### config.mk
export PLATFORM = sky130hd
export DESIGN_NAME = i2c_rd_seq
export DESIGN_NICKNAME = d
export VERILOG_FILES = /design/src/verilog/i2c_rd_seq.v
export VERILOG_INCLUDE_DIRS = /design/src /design/src/verilog
export SDC_FILE = /design/constraint.sdc
export NUM_CORES = 1
export LEC_CHECK = 0
export ABC_AREA = 0
export BUFFER_PORTS_ARGS = -buffer_cell sky130_fd_sc_hd__buf_2
export CORE_UTILIZATION = 60
export DETAILED_ROUTE_END_ITERATION = 7
export MAX_ROUTING_LAYER = met4
export PLACE_DENSITY = 0.82
export SETUP_SLACK_MARGIN = 0.02
export SLEW_MARGIN = 20
export SYNTH_ARGS = -nofsm -noshare
export SYNTH_HDL_FRONTEND = slang
export SYNTH_SLANG_ARGS = --single-unit
### constraint.sdc
create_clock -name clk_i -period 2.9 [get_ports clk_i]
set_input_delay 0.145 -clock clk_i [delete_from_list [all_inputs] [get_ports clk_i]]
set_output_delay 0.145 -clock clk_i [all_outputs]
set_load 0.005 [all_outputs]
### src/verilog/i2c_rd_seq_defs.vh
// constants for the two-wire memory read sequencer
// assumes scl and sda are sampled on clk_i and are glitch free
`ifndef I2C_RD_SEQ_DEFS_VH
`define I2C_RD_SEQ_DEFS_VH
`define DEV_TYPE_HI     7
`define DEV_TYPE_LO     4
`define PAGE_HI         3
`define PAGE_LO         1
`define DIR_BIT         0
`define BIT_LAST        3'h7
`define BIT_FIRST       3'h0
`define ADDR_ONE        11'h001
`define ADDR_RST        11'h000
`define CNT_ZERO        4'h0
`define CNT_STEP        4'h1
`define CNT_BYTE        4'h8
`define BIT_STEP        3'h1
`define BYTE_ZERO       8'h00
`define LOW_HI          7
`define LOW_LO          0
`define SHIFT_TOP       6
`define SHIFT_LO        0
`endif
### src/verilog/i2c_rd_seq.v
// i2c memory slave: address phase, word-address load and sequential reads
// assumes scl_i/sda_i are synchronous to clk_i; memory read is combinational via mem_addr_o/mem_data_i
`timescale 1ns/1ps
`include "i2c_rd_seq_defs.vh"
module i2c_rd_seq #(
   parameter [3:0] DEV_TYPE = 4'h5, // arbitrary device type code
   parameter       AW       = 11
) (
   input  wire          clk_i,
   input  wire          rstn_i,
   input  wire          scl_i,
   input  wire          sda_i,
   output wire          sda_o,
   output wire          sda_oe_o,
   output wire [AW-1:0] mem_addr_o,
   input  wire [7:0]    mem_data_i,
   output wire          busy_o
);
   localparam S_IDLE = 3'h0;
   localparam S_DEVA = 3'h1;
   localparam S_AACK = 3'h2;
   localparam S_WORD = 3'h3;
   localparam S_WACK = 3'h4;
   localparam S_RDAT = 3'h5;
   localparam S_MACK = 3'h6;
   localparam S_WAIT = 3'h7;

   reg [2:0]    state_reg;
   reg [2:0]    state_next;
   reg [2:0]    bit_reg;
   reg [2:0]    bit_next;
   reg [3:0]    cnt_reg;
   reg [3:0]    cnt_next;
   reg [7:0]    shift_reg;
   reg [7:0]    shift_next;
   reg [AW-1:0] addr_reg;
   reg [AW-1:0] addr_next;
   reg          rd_reg;
   reg          rd_next;
   reg          drive_reg;
   reg          drive_next;
   reg          scl_q_reg;
   reg          sda_q_reg;

   // edges are seen in the same clock the pin changes, against the delayed copies of the pins
   wire scl_rise = scl_i & ~scl_q_reg;
   wire scl_fall = ~scl_i & scl_q_reg;
   wire start_c  = scl_i & scl_q_reg & sda_q_reg & ~sda_i;
   wire stop_c   = scl_i & scl_q_reg & ~sda_q_reg & sda_i;
   // a full byte is eight sampled rises; counting rises keeps a zero byte legal
   wire byte_end = scl_fall & (cnt_reg == `CNT_BYTE);
   wire addr_hit = shift_reg[`DEV_TYPE_HI:`DEV_TYPE_LO] == DEV_TYPE;

   assign sda_o      = 1'b0;
   assign sda_oe_o   = drive_reg;
   assign mem_addr_o = addr_reg;
   assign busy_o     = state_reg != S_IDLE;

   // open drain: pull low for a zero bit, release for a one; idx 0 is the msb
   function pull_for_bit;
      input [7:0] data;
      input [2:0] idx;
      begin
         pull_for_bit = ~data[`BIT_LAST - idx];
      end
   endfunction

   always @(posedge clk_i or negedge rstn_i) begin
      if (!rstn_i) begin
         scl_q_reg <= 1'b1;
         sda_q_reg <= 1'b1;
      end else begin
         scl_q_reg <= scl_i;
         sda_q_reg <= sda_i;
      end
   end

   always @* begin
      state_next = state_reg;
      bit_next   = bit_reg;
      cnt_next   = cnt_reg;
      shift_next = shift_reg;
      addr_next  = addr_reg;
      rd_next    = rd_reg;
      drive_next = drive_reg;
      if (stop_c) begin
         // a stop anywhere drops the transfer and frees the line
         state_next = S_IDLE;
         drive_next = 1'b0;
      end else if (start_c) begin
         // a restart also abandons a pending write, so nothing is stored
         state_next = S_DEVA;
         bit_next   = `BIT_FIRST;
         cnt_next   = `CNT_ZERO;
         drive_next = 1'b0;
      end else begin
         case (state_reg)
            S_IDLE: begin
               drive_next = 1'b0;
            end
            S_DEVA: begin
               if (scl_rise) begin
                  shift_next = {shift_reg[`SHIFT_TOP:`SHIFT_LO], sda_i};
                  cnt_next   = cnt_reg + `CNT_STEP;
               end
               if (byte_end) begin
                  if (addr_hit) begin
                     rd_next    = shift_reg[`DIR_BIT];
                     addr_next  = {shift_reg[`PAGE_HI:`PAGE_LO], addr_reg[`LOW_HI:`LOW_LO]};
                     drive_next = 1'b1;
                     state_next = S_AACK;
                  end else begin
                     // another device type: stay off the bus until start or stop
                     state_next = S_WAIT;
                  end
               end
            end
            S_AACK: begin
               if (scl_fall) begin
                  bit_next = `BIT_FIRST;
                  cnt_next = `CNT_ZERO;
                  if (rd_reg) begin
                     drive_next = pull_for_bit(mem_data_i, `BIT_FIRST);
                     state_next = S_RDAT;
                  end else begin
                     drive_next = 1'b0;
                     state_next = S_WORD;
                  end
               end
            end
            S_WORD: begin
               if (scl_rise) begin
                  shift_next = {shift_reg[`SHIFT_TOP:`SHIFT_LO], sda_i};
                  cnt_next   = cnt_reg + `CNT_STEP;
               end
               if (byte_end) begin
                  addr_next[`LOW_HI:`LOW_LO] = shift_reg;
                  drive_next                 = 1'b1;
                  state_next                 = S_WACK;
               end
            end
            S_WACK: begin
               // no write data path here: after this ack only a restart or stop matters
               if (scl_fall) begin
                  drive_next = 1'b0;
                  state_next = S_WAIT;
               end
            end
            S_RDAT: begin
               if (scl_fall) begin
                  if (bit_reg == `BIT_LAST) begin
                     drive_next = 1'b0;
                     addr_next  = addr_reg + `ADDR_ONE;
                     state_next = S_MACK;
                  end else begin
                     bit_next   = bit_reg + `BIT_STEP;
                     drive_next = pull_for_bit(mem_data_i, bit_reg + `BIT_STEP);
                  end
               end
            end
            S_MACK: begin
               // the line stays released so the master may ack, nack, start or stop
               if (scl_rise) begin
                  rd_next = ~sda_i;
               end
               if (scl_fall) begin
                  bit_next = `BIT_FIRST;
                  if (rd_reg) begin
                     drive_next = pull_for_bit(mem_data_i, `BIT_FIRST);
                     state_next = S_RDAT;
                  end else begin
                     // a no-acknowledge ends the read; further clocks are ignored
                     state_next = S_WAIT;
                  end
               end
            end
            S_WAIT: begin
               drive_next = 1'b0;
            end
            default: begin
               state_next = S_IDLE;
               drive_next = 1'b0;
            end
         endcase
      end
   end

   always @(posedge clk_i or negedge rstn_i) begin
      if (!rstn_i) begin
         state_reg <= S_IDLE;
         bit_reg   <= `BIT_FIRST;
         cnt_reg   <= `CNT_ZERO;
         shift_reg <= `BYTE_ZERO;
         addr_reg  <= `ADDR_RST;
         rd_reg    <= 1'b0;
         drive_reg <= 1'b0;
      end else begin
         state_reg <= state_next;
         bit_reg   <= bit_next;
         cnt_reg   <= cnt_next;
         shift_reg <= shift_next;
         addr_reg  <= addr_next;
         rd_reg    <= rd_next;
         drive_reg <= drive_next;
      end
   end
endmodule

==> impl_metrics.json <==
{
  "area_growth_pct": 12.2,
  "final.setup_skew_ns": 0.0108,
  "place_area_mm2": 0.00213,
  "hold_violations": 0,
  "largest_reg_flops": 11,
  "p_sw_mw": 0.803,
  "syn_nets": 230,
  "grt_setup_unrepaired": "false",
  "crit_end": "mem_addr_o[4]$_DFFE_PN0P_",
  "synthFlopType": "dfrtp_1",
  "core_area_mm2": 0.00308,
  "synth-edff-count": 0,
  "grt_max_degree": 34,
  "synth_commonest_cells": "dfrtp_1, nand2_1, o21ai_0",
  "seqPwrFrac_pct": 44.3,
  "clock.fmax_mhz": 448,
  "critPathSlowestCell": "dfrtp_1",
  "routedWlPerCell_um": 15.8,
  "insertion_delay_ns": 0.35,
  "slew_viol_final": 0,
  "cp-end-kind": "flip-flop",
  "cp_top_family": "compound AO/OA/AOI/OAI gates",
  "pwr-share-comb_pct": 42.0,
  "die_h_um": 59.4,
  "required_ns": 3.16,
  "synthArstFlopShare_pct": 100,
  "dieWidth_um": 59.4,
  "cts_max_level": 2,
  "ys_top_cells_by_area": "dfrtp_1, mux2_2, o21ai_0",
  "ant_nets": 0,
  "r2r_cells": 7,
  "fillers": 245,
  "critPathBufInv": 0,
  "synth_largest_area_cell": "dfrtp_1",
  "finalSetupTns_ns": 0,
  "hp-class": "input pin to flip-flop",
  "startpoint_type": "flip-flop",
  "portBuffers": 24,
  "gr-total-overflow": 0,
  "synth_most_common_cell": "dfrtp_1",
  "cts_root_buf": "clkbuf_4",
  "grt.total_usage_pct": 31.1,
  "cp_cell_sequence": "ha_1 > ha_1 > nor2b_1 > nand3_1 > a21oi_2 > o21ai_0 > a22o_1",
  "total_leakage_power_nw": 1.00,
  "synth_cells": 213,
  "path_clk_slew_ns": 0.11,
  "viasPerCell": 6.04,
  "criticalPathCategory": "flip-flop to flip-flop",
  "dieArea_mm2": 0.00352,
  "fin_nets": 257,
  "p_int_mw": 1.10,
  "whs_path_depth": 5,
  "multi_input_area_mm2": 0.00108,
  "drcViolationCount": 0,
  "num_antenna_cells": 0,
  "yosysUniqueCellTypes": 52,
  "arrival_ns": 2.49,
  "cp.depth": 7,
  "fin_crit_ns": 2.23,
  "drt-initial-drc-count": 121,
  "antenna_found_initial": 0,
  "worst_slew_pin_slew_ns": 0.720,
  "cts_made_buffers": 5,
  "row_count": 20,
  "ff_latch_area_um2": 828,
  "ys_ff_latch": 33,
  "rrSetupSlack_ns": 0.67,
  "cp_common_cell": "ha_1",
  "drtPass1Iterations": 5,
  "finalCritPeriodShare_pct": 77.0,
  "grt_pass1_vias": 1712,
  "p_sw_share_pct": 42.3,
  "start_util_pct": 64.1,
  "cap_violations": 0,
  "startpoint": "bit_reg[0]$_DFFE_PN0P_",
  "finalSetupViolations": 0,
  "path_max_fanout": 10,
  "cts_resized": 0,
  "drive_gt1_share_pct": 22.0,
  "clock_sinks": 33,
  "p_clk_share_pct": 13.7,
  "powerDensity_mw_per_mm2": 858,
  "yosysTopAreaCellShare_pct": 39.3,
  "run_status": "complete, no violations",
  "fin_area_mm2": 0.00221,
  "dp_hpwl_mm": 3.19,
  "vias": 1722,
  "yosysWarnings": 0,
  "cts_tree": "done",
  "routabilityCongestion": 0.947,
  "ys_seq_area_share_pct": 42.0,
  "ioPinCount": 26,
  "routed_wl_mm": 4.49,
  "syn-cell-area_mm2": 0.00197,
  "grt_pass1_wl_mm": 7.74,
  "r2r_start": "bit_reg[0]$_DFFE_PN0P_",
  "rr_endpoint": "mem_addr_o[4]$_DFFE_PN0P_",
  "syn_avg_cell_area_um2": 9.27,
  "cts_buffer_depth": 2,
  "cpPeakStageDelay_ns": 0.52,
  "peakVddDrop_v": 0.000629,
  "max_slew_margin_pct": 52.0
}
-- cell type report --
type / instances / area share (%)
multi-input cells: 164 / 48.8
clock buffers: 5 / 1.69
clock inverters: 3 / 0.791
repair buffers: 30 / 7.80
inverters: 6 / 1.02
well taps: 44 / 2.49
flip-flops and latches: 33 / 37.4
-- cell families after synthesis --
logic type | after synthesis | share of synthesized area, %
simple gates | 78 | 20.5
compound gates | 63 | 21.0
flops | 33 | 42.0
mux | 16 | 9.38
buf+inv | 16 | 3.30
fa+ha+maj | 5 | 3.17
other cells | 1 | 0.190
xor+xnor | 1 | 0.444
-- worst reg2reg max path: stages, from the launching register on --
cell and delay [ns]:
dfrtp_1 0.52, ha_1 0.20, ha_1 0.23, nor2b_1 0.21, nand3_1 0.12, a21oi_2 0.44
o21ai_0 0.17, a22o_1 0.26
-- metal layers --
layer | global-route usage [%] | part of all wire, % | vias up
met3 | 6.99 | 4.1 | 11
met5 | - | 0 | -
met1 | 35.1 | 42 | 820
li1 | - | - | 841
met2 | 52.2 | 51 | 50
met4 | 14.3 | 2.6 | 0
-- through the flow --
| step | util, % | hold slack (ns) | power [mW] | worst slack, ns | cells |
|---|---|---|---|---|---|
| floorplan | - | -0.151 | 1.39 | 0.922 | 213 |
| global placement | 69.2 | 0.234 | 1.58 | 0.801 | 274 |
| detailed placement | 69.2 | 0.252 | 1.64 | 0.691 | 274 |
| CTS | 72.0 | 0.291 | 1.90 | 0.667 | 285 |
| global route | 72.0 | 0.383 | 2.08 | 0.476 | 285 |
| finish | 72.0 | 0.299 | 1.90 | 0.667 | 285 |
-- power groups by stage --
stage          Clock (mW)  Combinational (mW)  Sequential, mW
3_5_place_dp            0               0.792           0.843
3_3_place_gp            0               0.754           0.826
5_1_grt             0.294               0.913           0.872
6_report            0.260               0.798           0.842
2_1_floorplan           0               0.634           0.755
4_1_cts             0.269               0.799           0.835
-- layout by cell type, fill, tap and decap left out, types with 5 or more instances in the layout --
cell,netlist,final
nor3_1,7,7
buf_2,1,24
nand2_1,25,25
a22o_1,6,6
mux2_2,10,10
a21oi_1,13,13
nor2_1,14,14
o21ai_0,19,19
nand3_1,6,6
clkbuf_4,0,5
ha_1,5,5
inv_1,6,6
mux2i_1,5,5
dfrtp_1,31,31
-- how the worst min path moves through the flow --
stage	from	end	slack, ns
final	mem_data_i[7]	sda_oe_o$_DFFE_PN0P_	0.30
after global routing	mem_data_i[7]	sda_oe_o$_DFFE_PN0P_	0.38
after CTS	mem_data_i[7]	sda_oe_o$_DFFE_PN0P_	0.29
after detailed placement	rstn_i	mem_addr_o[9]$_DFFE_PN0P_	0.25
after global placement	rstn_i	mem_addr_o[9]$_DFFE_PN0P_	0.23
after floorplan	rstn_i	bit_reg[0]$_DFFE_PN0P_	-0.15
-- repair_timing --
| item | in CTS | in global routing |
|---|---|---|
| buffers inserted | 0 | 0 |
| hold buffers | 3 | 0 |
| hold endpoints to repair | 33 | 0 |
Power figures use the tool's default switching activity.
